[src/verilog/mbc_consts.svh]
/*
 * Constants for the memory bus control block: register offsets, field
 * positions, reset values and timing counts.
 * Assumes inclusion from the design modules and the testbench only.
 */
`ifndef MBC_CONSTS_SVH
`define MBC_CONSTS_SVH

// ************************************************************
// Register offsets (byte addresses on APB)
// ************************************************************
`define MBC_CTRL_OFS 12'h000
`define MBC_STAT_OFS 12'h004
`define MBC_ACC_OFS 12'h008
`define MBC_ADDR_OFS 12'h00C
`define MBC_PSR_OFS 12'h010

// ************************************************************
// Control register fields
// ************************************************************
`define MBC_CTRL_BIGEND 0
`define MBC_CTRL_LATEABT 1
`define MBC_CTRL_PROG 2
`define MBC_CTRL_DATA 3
`define MBC_CTRL_RESET 32'h0000000C

// ************************************************************
// Access register fields
// ************************************************************
`define MBC_ACC_GO 0
`define MBC_ACC_WRITE 1
`define MBC_ACC_SEQ 2

// ************************************************************
// Status register fields
// ************************************************************
`define MBC_STAT_BUSY 0
`define MBC_STAT_IRQ 1
`define MBC_STAT_FIQ 2
`define MBC_STAT_IRQ_TAKE 3
`define MBC_STAT_FIQ_TAKE 4
`define MBC_STAT_RESET 5
`define MBC_STAT_CACHE_EN 6
`define MBC_STAT_WAIT 7

// ************************************************************
// Status register (PSR) fields
// ************************************************************
`define MBC_PSR_I 7
`define MBC_PSR_F 6
`define MBC_PSR_RESET 32'h000000D3

// ************************************************************
// Reset address and timing
// ************************************************************
`define MBC_RESET_ADDR 32'h00000000
`define MBC_SYNC_STAGES 3
`define MBC_WAIT_SETTLE 3'h4
`endif

[src/verilog/mbc_pkg.sv]
/*
 * Types shared by the memory bus control block.
 * Assumes the constants header sits beside it.
 */
package mbc_pkg;
    typedef enum logic [1:0] {
        MBC_IDLE,
        MBC_ANNOUNCE,
        MBC_ACCESS
    } mbc_state_t;
endpackage

[src/verilog/mbc_sync.sv]
/*
 * Three-flop synchroniser with agreement filter for pin inputs.
 * Assumes the input is asynchronous to pclk.
 */
`timescale 1ns/10ps
`include "mbc_consts.svh"
module mbc_sync
    import mbc_pkg::*;
(
    input wire logic pclk, // clock
    input wire logic presetn, // async reset, active low
    input wire logic reset_level, // level shown after reset until the chain fills
    input wire logic pin_in, // asynchronous pin
    output logic level_out // filtered level
);
    logic [`MBC_SYNC_STAGES-1:0] stage_reg;
    logic [`MBC_SYNC_STAGES-1:0] stage_next;
    logic level_reg;
    logic level_next;
    logic [1:0] fill_reg;
    logic [1:0] fill_next;

    always_comb
    begin
        stage_next = {stage_reg[`MBC_SYNC_STAGES-2:0], pin_in};
        level_next = level_reg;
        fill_next = {fill_reg[0], 1'b1};
        // The first stage is read only by the second one.
        if (stage_reg[1] == stage_reg[2])
        begin
            level_next = stage_reg[2];
        end
        // Until real samples fill the chain, show the idle level, so that the
        // cleared stages cannot fake an edge just after reset.
        if (!fill_reg[1])
        begin
            level_next = reset_level;
        end
    end

    always_ff @(posedge pclk or negedge presetn)
    begin
        if (!presetn)
        begin
            stage_reg <= '0;
            level_reg <= 1'b0;
            fill_reg <= 2'b00;
        end
        else
        begin
            stage_reg <= stage_next;
            level_reg <= level_next;
            fill_reg <= fill_next;
        end
    end

    assign level_out = level_reg;
endmodule // mbc_sync

[src/verilog/mbc_addr_gen.sv]
/*
 * Address generator: restarts at zero, steps during reset idle cycles.
 * Assumes the caller gives a one-cycle load strobe; step may be held high to step once per cycle.
 */
`timescale 1ns/10ps
`include "mbc_consts.svh"
module mbc_addr_gen
    import mbc_pkg::*;
(
    input wire logic pclk, // clock
    input wire logic presetn, // async reset, active low
    input wire logic restart, // force address zero
    input wire logic step, // increment by one word
    input wire logic load, // load new address
    input wire logic [31:0] load_addr, // address to load
    output logic [31:0] addr // current address
);
    logic [31:0] addr_reg;
    logic [31:0] addr_next;

    always_comb
    begin
        addr_next = addr_reg;
        if (restart)
        begin
            addr_next = `MBC_RESET_ADDR;
        end
        else if (load)
        begin
            addr_next = load_addr;
        end
        else if (step)
        begin
            addr_next = addr_reg + 32'h00000004;
        end
    end

    always_ff @(posedge pclk or negedge presetn)
    begin
        if (!presetn)
        begin
            addr_reg <= `MBC_RESET_ADDR;
        end
        else
        begin
            addr_reg <= addr_next;
        end
    end

    assign addr = addr_reg;
endmodule // mbc_addr_gen

[src/verilog/mbc_top.sv]
/*
 * Memory bus control pins of a processor, with configuration reached
 * over APB. Holds request, sequential, direction, wait, reset entry and
 * restart, interrupt sampling and the factory test pins.
 * Assumes pclk stands for the memory clock; the wait, reset, interrupt and
 * scan reset and scan clock pins are sampled through three-flop synchronisers, addr_latch_enable and scan_tristate_req are not.
 */
`timescale 1ns/10ps
`include "mbc_consts.svh"
module mbc_top
    import mbc_pkg::*;
(
    input wire logic pclk, // memory clock
    input wire logic presetn, // async reset, active low
    input wire logic psel, // APB select
    input wire logic penable, // APB enable
    input wire logic pwrite, // APB direction
    input wire logic [11:0] paddr, // APB address
    input wire logic [31:0] pwdata, // APB write data
    output logic [31:0] prdata, // APB read data
    output logic pready, // APB ready
    output logic pslverr, // APB error
    input wire logic chip_reset_low, // chip reset pin
    input wire logic wait_stretch_low, // wait pin
    input wire logic interrupt_request_low, // normal interrupt pin
    input wire logic fast_interrupt_request_low, // fast interrupt pin
    input wire logic strap_tie_high, // strap pin
    input wire logic [16:0] test_in, // factory test inputs
    input wire logic test_logic_reset_low, // scan port reset
    input wire logic scan_test_clock, // scan clock, sampled as a pin
    input wire logic scan_tristate_req, // scan port output disable
    input wire logic addr_latch_enable, // address latch enable
    output logic memory_request_low, // pipelined request
    output logic sequential_indicator, // inverse of request
    output logic write_not_read, // direction
    output logic [31:0] mem_addr, // address bus
    output logic [31:0] mem_wdata, // write data lanes
    output logic [3:0] mem_lane_en, // byte lane enables
    output logic [2:0] test_out, // factory test outputs
    output logic [2:0] test_out_oe, // test output enables
    output logic irq_taken, // normal interrupt accepted
    output logic fiq_taken, // fast interrupt accepted
    output logic cache_mmu_wb_en // cache, MMU, write buffer enable
);
    mbc_state_t state_reg, state_next;
    logic [31:0] ctrl_reg, ctrl_next;
    logic [31:0] psr_reg, psr_next;
    logic [31:0] acc_addr_reg, acc_addr_next;
    logic [31:0] wdata_reg, wdata_next;
    logic acc_write_reg, acc_write_next;
    logic go_reg, go_next;
    logic mreq_low_reg, mreq_low_next;
    logic rw_reg, rw_next;
    logic [31:0] lat_addr_reg, lat_addr_next;
    logic [31:0] lane_data_reg, lane_data_next;
    logic [3:0] lane_reg, lane_next;
    logic [31:0] prdata_reg, prdata_next;
    logic [1:0] int_pipe_reg, int_pipe_next;
    logic irq_taken_reg, irq_taken_next;
    logic fiq_taken_reg, fiq_taken_next;
    logic in_reset_reg, in_reset_next;
    logic [2:0] settle_reg, settle_next;
    logic restart_pulse;
    logic addr_step;
    logic addr_load;
    logic [31:0] cur_addr;
    logic rst_sync, wait_sync, irq_sync, fiq_sync, trst_sync;
    logic tck_sync;
    logic access_done;
    logic apb_wr, apb_rd;
    logic irq_en, fiq_en;

    // ************************************************************
    // Pin synchronisers
    // ************************************************************
    mbc_sync u_sync_rst (.pclk(pclk), .presetn(presetn),
        .reset_level(1'b0), .pin_in(chip_reset_low), .level_out(rst_sync));
    mbc_sync u_sync_wait (.pclk(pclk), .presetn(presetn),
        .reset_level(1'b1), .pin_in(wait_stretch_low),
        .level_out(wait_sync));
    mbc_sync u_sync_irq (.pclk(pclk), .presetn(presetn),
        .reset_level(1'b1), .pin_in(interrupt_request_low),
        .level_out(irq_sync));
    mbc_sync u_sync_fiq (.pclk(pclk), .presetn(presetn),
        .reset_level(1'b1), .pin_in(fast_interrupt_request_low),
        .level_out(fiq_sync));
    mbc_sync u_sync_trst (.pclk(pclk), .presetn(presetn),
        .reset_level(1'b0), .pin_in(test_logic_reset_low),
        .level_out(trst_sync));
    mbc_sync u_sync_tck (.pclk(pclk), .presetn(presetn),
        .reset_level(1'b0), .pin_in(scan_test_clock),
        .level_out(tck_sync));

    // ************************************************************
    // Address generator
    // ************************************************************
    mbc_addr_gen u_addr (.pclk(pclk), .presetn(presetn),
        .restart(restart_pulse), .step(addr_step), .load(addr_load),
        .load_addr(acc_addr_reg), .addr(cur_addr));

    assign apb_wr = psel && penable && pwrite;
    assign apb_rd = psel && !penable && !pwrite;
    // The wait pin reaches us through the synchroniser, so an access lasts
    // long enough for a stretch request to be seen before it may end.
    assign access_done = (state_reg == MBC_ACCESS) &&
        (settle_reg == `MBC_WAIT_SETTLE) && wait_sync;
    assign restart_pulse = in_reset_reg && rst_sync;
    assign addr_step = in_reset_reg && !rst_sync;
    assign addr_load = (state_reg == MBC_IDLE) && go_reg && !in_reset_reg;
    assign irq_en = !psr_reg[`MBC_PSR_I];
    assign fiq_en = !psr_reg[`MBC_PSR_F];

    // ************************************************************
    // Access sequencer
    // ************************************************************
    always_comb
    begin
        state_next = state_reg;
        mreq_low_next = mreq_low_reg;
        rw_next = rw_reg;
        go_next = go_reg;
        in_reset_next = !rst_sync;
        settle_next = 3'h0;
        if (state_reg == MBC_ACCESS)
        begin
            settle_next = settle_reg;
            if (settle_reg != `MBC_WAIT_SETTLE)
            begin
                settle_next = settle_reg + 3'h1;
            end
        end
        if (apb_wr && paddr == `MBC_ACC_OFS)
        begin
            go_next = pwdata[`MBC_ACC_GO];
        end
        if (in_reset_reg || !rst_sync)
        begin
            state_next = MBC_IDLE;
            mreq_low_next = 1'b1;
            rw_next = 1'b0;
            go_next = 1'b0;
        end
        else
        begin
            unique case (state_reg)
                MBC_IDLE:
                begin
                    if (go_reg)
                    begin
                        mreq_low_next = 1'b0;
                        go_next = 1'b0;
                        state_next = MBC_ANNOUNCE;
                    end
                end
                MBC_ANNOUNCE:
                begin
                    if (addr_latch_enable)
                    begin
                        rw_next = acc_write_reg;
                    end
                    state_next = MBC_ACCESS;
                end
                MBC_ACCESS:
                begin
                    if (access_done)
                    begin
                        mreq_low_next = 1'b1;
                        state_next = MBC_IDLE;
                    end
                end
                default:
                begin
                    state_next = MBC_IDLE;
                end
            endcase
        end
    end

    // ************************************************************
    // Address latch and byte lanes
    // ************************************************************
    always_comb
    begin
        lat_addr_next = lat_addr_reg;
        lane_data_next = lane_data_reg;
        lane_next = lane_reg;
        if (addr_latch_enable)
        begin
            lat_addr_next = cur_addr;
        end
        if (state_reg == MBC_ANNOUNCE)
        begin
            if (ctrl_reg[`MBC_CTRL_BIGEND])
            begin
                lane_data_next = {wdata_reg[7:0], wdata_reg[15:8],
                    wdata_reg[23:16], wdata_reg[31:24]};
            end
            else
            begin
                lane_data_next = wdata_reg;
            end
            lane_next = acc_write_reg ? 4'hF : 4'h0;
        end
    end

    // ************************************************************
    // Registers over APB
    // ************************************************************
    always_comb
    begin
        ctrl_next = ctrl_reg;
        psr_next = psr_reg;
        acc_addr_next = acc_addr_reg;
        wdata_next = wdata_reg;
        acc_write_next = acc_write_reg;
        prdata_next = prdata_reg;
        irq_taken_next = 1'b0;
        fiq_taken_next = 1'b0;
        int_pipe_next = {!irq_sync, !fiq_sync};
        if (apb_wr)
        begin
            unique case (paddr)
                `MBC_CTRL_OFS: ctrl_next = {28'h0000000, pwdata[3:0]};
                `MBC_ADDR_OFS: acc_addr_next = {pwdata[31:2], 2'b00};
                `MBC_PSR_OFS: psr_next = pwdata;
                `MBC_ACC_OFS: acc_write_next = pwdata[`MBC_ACC_WRITE];
                `MBC_STAT_OFS: wdata_next = pwdata;
                default: ;
            endcase
        end
        if (apb_rd)
        begin
            unique case (paddr)
                `MBC_CTRL_OFS: prdata_next = ctrl_reg;
                `MBC_ADDR_OFS: prdata_next = acc_addr_reg;
                `MBC_PSR_OFS: prdata_next = psr_reg;
                `MBC_ACC_OFS: prdata_next = {29'h0, !mreq_low_reg,
                    acc_write_reg, go_reg};
                `MBC_STAT_OFS: prdata_next = {24'h0, !wait_sync,
                    cache_mmu_wb_en, in_reset_reg, fiq_taken_reg,
                    irq_taken_reg, !fiq_sync, !irq_sync,
                    state_reg != MBC_IDLE};
                default: prdata_next = 32'h00000000;
            endcase
        end
        if (!in_reset_reg && int_pipe_reg[0] && fiq_en)
        begin
            fiq_taken_next = 1'b1;
            psr_next[`MBC_PSR_F] = 1'b1;
            psr_next[`MBC_PSR_I] = 1'b1;
        end
        else if (!in_reset_reg && int_pipe_reg[1] && irq_en)
        begin
            irq_taken_next = 1'b1;
            psr_next[`MBC_PSR_I] = 1'b1;
        end
        if (in_reset_reg)
        begin
            psr_next = `MBC_PSR_RESET;
        end
    end

    always_ff @(posedge pclk or negedge presetn)
    begin
        if (!presetn)
        begin
            state_reg <= MBC_IDLE;
            ctrl_reg <= `MBC_CTRL_RESET;
            psr_reg <= `MBC_PSR_RESET;
            acc_addr_reg <= 32'h00000000;
            wdata_reg <= 32'h00000000;
            acc_write_reg <= 1'b0;
            go_reg <= 1'b0;
            mreq_low_reg <= 1'b1;
            rw_reg <= 1'b0;
            lat_addr_reg <= 32'h00000000;
            lane_data_reg <= 32'h00000000;
            lane_reg <= 4'h0;
            prdata_reg <= 32'h00000000;
            int_pipe_reg <= 2'h0;
            irq_taken_reg <= 1'b0;
            fiq_taken_reg <= 1'b0;
            in_reset_reg <= 1'b1;
            settle_reg <= 3'h0;
        end
        else
        begin
            state_reg <= state_next;
            ctrl_reg <= ctrl_next;
            psr_reg <= psr_next;
            acc_addr_reg <= acc_addr_next;
            wdata_reg <= wdata_next;
            acc_write_reg <= acc_write_next;
            go_reg <= go_next;
            mreq_low_reg <= mreq_low_next;
            rw_reg <= rw_next;
            lat_addr_reg <= lat_addr_next;
            lane_data_reg <= lane_data_next;
            lane_reg <= lane_next;
            prdata_reg <= prdata_next;
            int_pipe_reg <= int_pipe_next;
            irq_taken_reg <= irq_taken_next;
            fiq_taken_reg <= fiq_taken_next;
            in_reset_reg <= in_reset_next;
            settle_reg <= settle_next;
        end
    end

    // ************************************************************
    // Outputs
    // ************************************************************
    assign pready = 1'b1;
    assign pslverr = 1'b0;
    assign prdata = prdata_reg;
    assign memory_request_low = mreq_low_reg;
    assign sequential_indicator = !mreq_low_reg;
    assign write_not_read = rw_reg;
    assign mem_addr = lat_addr_reg;
    assign mem_wdata = lane_data_reg;
    assign mem_lane_en = lane_reg;
    assign test_out = 3'h0;
    assign test_out_oe = (scan_tristate_req && trst_sync && tck_sync) ?
        3'h0 : 3'h7;
    assign irq_taken = irq_taken_reg;
    assign fiq_taken = fiq_taken_reg;
    assign cache_mmu_wb_en = !in_reset_reg;
endmodule // mbc_top

[config.mk]
export PLATFORM = sky130hd
export DESIGN_NAME = mbc_top
export DESIGN_NICKNAME = d
export VERILOG_FILES = /design/src/verilog/mbc_pkg.sv /design/src/verilog/mbc_sync.sv /design/src/verilog/mbc_addr_gen.sv /design/src/verilog/mbc_top.sv
export VERILOG_INCLUDE_DIRS = /design/src /design/src/verilog
export SDC_FILE = /design/constraint.sdc
export NUM_CORES = 1
export LEC_CHECK = 0
export BUFFER_PORTS_ARGS = -buffer_cell sky130_fd_sc_hd__buf_2
export CORE_MARGIN = 2
export CORE_UTILIZATION = 30
export CTS_CLUSTER_SIZE = 10
export DETAILED_ROUTE_END_ITERATION = 8
export SYNTH_ARGS = -nofsm -noshare
export SYNTH_HDL_FRONTEND = slang
export SYNTH_HIERARCHICAL = 1
export SYNTH_SLANG_ARGS = --single-unit
[constraint.sdc]
create_clock -name pclk -period 2.65 [get_ports pclk]
set_input_delay 0.1325 -clock pclk [delete_from_list [all_inputs] [get_ports pclk]]
set_output_delay 0.1325 -clock pclk [all_outputs]
set_load 0.01 [all_outputs]
# == Word-level counts from Yosys, hierarchy flattened ==
# Cells that the tools add are included.
# classes
addsub,2
n_eq_ne,23
reduce_logical,51
muxes,45
# ops
cell,n
2-to-1 mux 32 bit,7
one-hot mux 32 bit (5 select lines),1
"adder 32 x 3 -> 32 bit, second input constant",1
2-to-1 mux 1 bit,28
"equality test 12 x 4 -> 1 bit, second input constant",2
AND reduction 2 bit,9
logical AND 1 bit,17
"equality test 12 x 3 -> 1 bit, second input constant",1
"equality test 12 x 5 -> 1 bit, second input constant",1
zero test 12 bit,1
"!= test 2 bit, second input constant",6
nonzero test 3 bit,4
zero test 1 bit,10
nonzero test 2 bit,5
2-to-1 mux 3 bit,3
nonzero test 4 bit,2
equality test 1 bit,6
2-to-1 mux 2 bit,3
"!= test 3 x 2 -> 1 bit, second input constant",2
one-hot mux 2 bit (3 select lines),1
2-to-1 mux 4 bit,1
"adder 3 x 1 -> 3 bit, second input constant",1
"equality test 3 bit, second input constant",1
"!= test 3 bit, second input constant",1
other kinds (7),7
# word_totals
register_bits,280
word_cells,160

# == Depth between registers and ports, before layout ==
# depth
depth_word,7
ltp_mapped,8
mapped_depth_nobuf,7

# == By module ==
# The synthesis kept the hierarchy.
# by_module_without_submodules
module,area_each_um2,cells_per_inst,seq_area_each_um2,n_inst
mbc_top,8797.2,695,5241.3,1
mbc_addr_gen,1874.3,206,800.8,1
mbc_sync,173.9,11,150.1,6

# == Worst setup path after synthesis ==
# OpenSTA, ideal clock, no wires.
# synth_timing
path_type,reg2reg
start,register in_reset_reg
end,register u_addr.addr_reg[31] (netlist: u_addr/addr[31])
setup_slack_ns,0.315
t_required_ns,2.556
arrival_time_ns,2.241
stages_incl_launch_ff,9
setup_time_ns,0.094
period_less_slack_ns,2.335
cell_sequence,dfstp_2 clkinv_1 nor2_1 clkbuf_8 nand4_1 nor4_1 nand4_1 xor2_1 a211oi_1
# synth_via
elab_chain_cells,4
word_cells_on_any_way,7
# synth_rtl
element,line,rtl
start: declaration,mbc_top.sv:61,"logic in_reset_reg, in_reset_next;"
start signal: assignment,mbc_top.sv:304,in_reset_reg <= in_reset_next;
zero test 1 bit (*),--,
named net cache_mmu_wb_en,mbc_top.sv:43,output logic cache_mmu_wb_en
logical AND 1 bit (*),mbc_top.sv:109,assign addr_load = (state_reg == MBC_IDLE) && go_reg && !in_reset_reg;
2-to-1 mux 32 bit,mbc_addr_gen.sv:28,else if (load)
2-to-1 mux 32 bit,mbc_addr_gen.sv:24,if (restart)
end signal: assignment,mbc_addr_gen.sv:42,addr_reg <= `MBC_RESET_ADDR;
end signal: assignment,mbc_addr_gen.sv:46,addr_reg <= addr_next;
end: declaration,mbc_addr_gen.sv:18,logic [31:0] addr_reg;
# The timed path passes the listed nets; every way through them passes the cells marked *.
# A chain may end at the register's enable or synchronous reset.

# == Worst setup path after layout ==
# layout_timing
start,register in_reset_reg
end,register u_addr.addr_reg[31] (netlist: u_addr/addr[31])
# layout_via
word_cells_on_any_way,7
# layout_lines
element,line,rtl
logical AND 1 bit,mbc_top.sv:108,assign addr_step = in_reset_reg && !rst_sync;
named net addr_step,mbc_top.sv:64,logic addr_step;
nonzero test 3 bit (no line),--,
# The timed path passes the listed nets, and every way through them passes these cells.

==> reports/qor.yml <==
critical_path:
  crit_arrival_ps: 2810
  required_ps: 3080
  end_kind: "flip-flop"
  critPathLaunchType: "flip-flop"
  cp_max_fo: 7
  critPathKind: "flip-flop to flip-flop"
sta:
  skew_ps: 15.1
  drv_slew: 0
  rsz0062_at_grt: "no"
  finalCritPeriodShare_pct: 89.6
  worst_pin_slew_ps: 670
  fin_ws_ps: 276
  fmax_mhz: 421
  final.setup.tns_ps: 0
  period_needed_ps: 2370
  finalSetupViolCount: 0
  relSlewSlack_pct: 55.3
  hold_viol_final: 0
cts:
  postCtsSetupBuffers: 0
  clk_latency_ps: 530
  cts_max_level: 2
  cts_made_buffers: 35
  clk_pin_slew_ps: 50
  root_buffer: "clkbuf_16"
  tritoncts: "done"
  clock-sinks: 277
  cts_buffer_depth: 3
synthesis:
  syn_inst: 967
  synth-edff-count: 0
  yosys_most_used_dff: "dfrtp_1"
  syn-mean-instance-area_um2: 12.1
  ys_types: 59
  async_flop_share_pct: 100
  yosys_warnings: 6
  synth-seq-cells: 277
  syn_area_mm2: 0.0117
  yosysSeqAreaShare_pct: 59.3
die:
  rows: 72
  fp.dieW_um: 202
  ios: 189
  core_area_mm2: 0.0386
  die_h_um: 202
  initial_core_util_pct: 30.4
  die_area_mm2: 0.0406
place:
  port_buffers: 165
  dp_cells: 1626
  dp_slack_ps: 194
  routabilityCongestion: 0.801
  dp_hpwl_um: 22400
layout:
  area_delta_synth_final_pct: 25.0
  final_cells: 1720
  final_common_cell: "dfrtp_1"
  final_cell_mix: "dfrtp_1 (267), buf_2 (164), nand2_1 (96)"
  drive_gt1_share_pct: 27.5
  utilization_pct: 38.0
  nets: 1265
power:
  p_comb_share_pct: 5.4
  intPower_mw: 7.33
  p_switching_mw: 2.12
  seqPwrFrac_pct: 46.6
  clockPowerShare_pct: 48.0
  vdd_drop_max_mv: 0.455
  leakage_nw: 7.05
  finalPower_mw: 9.45
  powerDensity_mw_per_mm2: 646
  swShare_pct: 22.4
drt:
  dr.first_iter.drc_count: 408
  route.detailed.drc: 0
  wirelength_um: 31900
  wl_met3_um: 2140
  via_per_inst: 4.85
  dr_total_vias: 8350
  ant_nets: 0
  wl_per_cell_um: 18.6
  firstDrtPassIters: 5
  drt-met1-wl_um: 14500
  wl_met2_um: 14400
  top_layer: "met4"
global_routing:
  grt_pass1_vias: 8270
  antenna_found_initial: 1
  grt_max_degree: 71
  overflow: 0
  grt_pass1_wl_um: 50000
  grt_use_total_pct: 16.0
job:
  drv_cap: 0
status:
  status: "complete, no violations"
min_path:
  hold_class: "input pin to flip-flop"
[metal layers]
layer,up-vias,track usage (%)
li1,3854,-
met1,4200,22.1
met2,250,24.3
met3,46,4.28
met4,0,5.20
met5,-,0
[kinds of logic after synthesis]
logic type               share of synthesized area, %
AO/OA/AOI/OAI                                    9.90
buffers and inverters                            3.73
AND/OR/NAND/NOR                                  10.3
adder cells (fa/ha/maj)                         0.320
flip-flops                                       59.3
XOR/XNOR                                         2.09
multiplexers                                     14.1
other                                           0.256
[power by group through the flow]
stage,logic [mW],clock network [mW],registers (mW)
2_1_floorplan,0.207,0,4.46
3_3_place_gp,0.465,0,4.47
3_5_place_dp,0.471,0,4.48
4_1_cts,0.521,4.68,4.40
5_1_grt,0.577,4.85,4.41
6_report,0.512,4.53,4.41
[synthesized netlist by cell type (all sizes together) (2+ instances only)]
library cell | n | area share [%]
nor3 | 9 | 0.51
ha | 3 | 0.32
dfrtp | 268 | 57
xor2 | 22 | 1.6
a21oi | 21 | 0.90
nor4 | 10 | 0.92
xnor2 | 6 | 0.45
nand2 | 97 | 3.1
nor2 | 54 | 1.8
mux2 | 104 | 10
nand2b | 4 | 0.21
nand3b | 2 | 0.13
a32oi | 8 | 0.60
o22ai | 7 | 0.37
nand3 | 19 | 0.81
o21ai | 71 | 3.0
buf | 32 | 2.0
nand4 | 19 | 1.3
a22o | 27 | 2.0
inv | 20 | 0.64
a31oi | 2 | 0.11
nor3b | 4 | 0.26
o22a | 3 | 0.22
clkbuf | 29 | 1.0
and2 | 2 | 0.11
a211oi | 12 | 0.77
and3 | 4 | 0.23
dfstp | 9 | 2.0
conb | 8 | 0.26
a22oi | 25 | 1.6
or4 | 3 | 0.26
and4 | 3 | 0.25
mux2i | 48 | 4.1
[final timing paths]
| check | from | end | slack, ps | depth (start not counted) |
|---|---|---|---|---|
| max reg2reg | in_reset_reg | u_addr/addr[31] | 280 | 7 |
| min | paddr[5] | psr_reg[7] | 50 | 4 |
| max | in_reset_reg | u_addr/addr[31] | 280 | 7 |
| min in group asynchronous | presetn | u_sync_tck/fill_reg[0] | 160 | 2 |
| max in group asynchronous | presetn | memory_request_low | 1660 | 3 |
| min reg2reg | u_sync_tck/stage_reg[0] | u_sync_tck/stage_reg[1] | 340 | 0 |
[what timing repair did]
action / CTS / global route
resized for setup: 0 / 2
setup endpoints to repair: 0 / 1
hold endpoints to repair: 173 / 0
hold buffers: 42 / 0
[per-stage QoR]
| step | instance area [um^2] | hold slack [ps] |
|---|---|---|
| final | 14600 | 45.1 |
| after global routing | 14600 | 31.2 |
| after global placement | 13100 | 142 |
| after CTS | 14600 | 8.58 |
| after floorplan | 11800 | -163 |
| after detailed placement | 13100 | 145 |
[worst max-delay path, cell delays in order, from the launching register on]
cell,delay (ps)
dfstp_2,590
clkinv_1,100
nor2_1,220
nand4_1,390
nor4_2,420
nand4_1,180
xor2_1,170
a211oi_1,230
[area by class of cell]
type                       count  area (um^2)
fill                        3792        23900
sequential                   277         6940
multi-input combinational    619         4390
timing repair buffer         233         1500
clock buffer                  48         1010
tap                          518          648
inverter                      21         78.8
clock inverter                 3         65.1
antenna                        1         2.50
(Power assumes the default switching activity.)
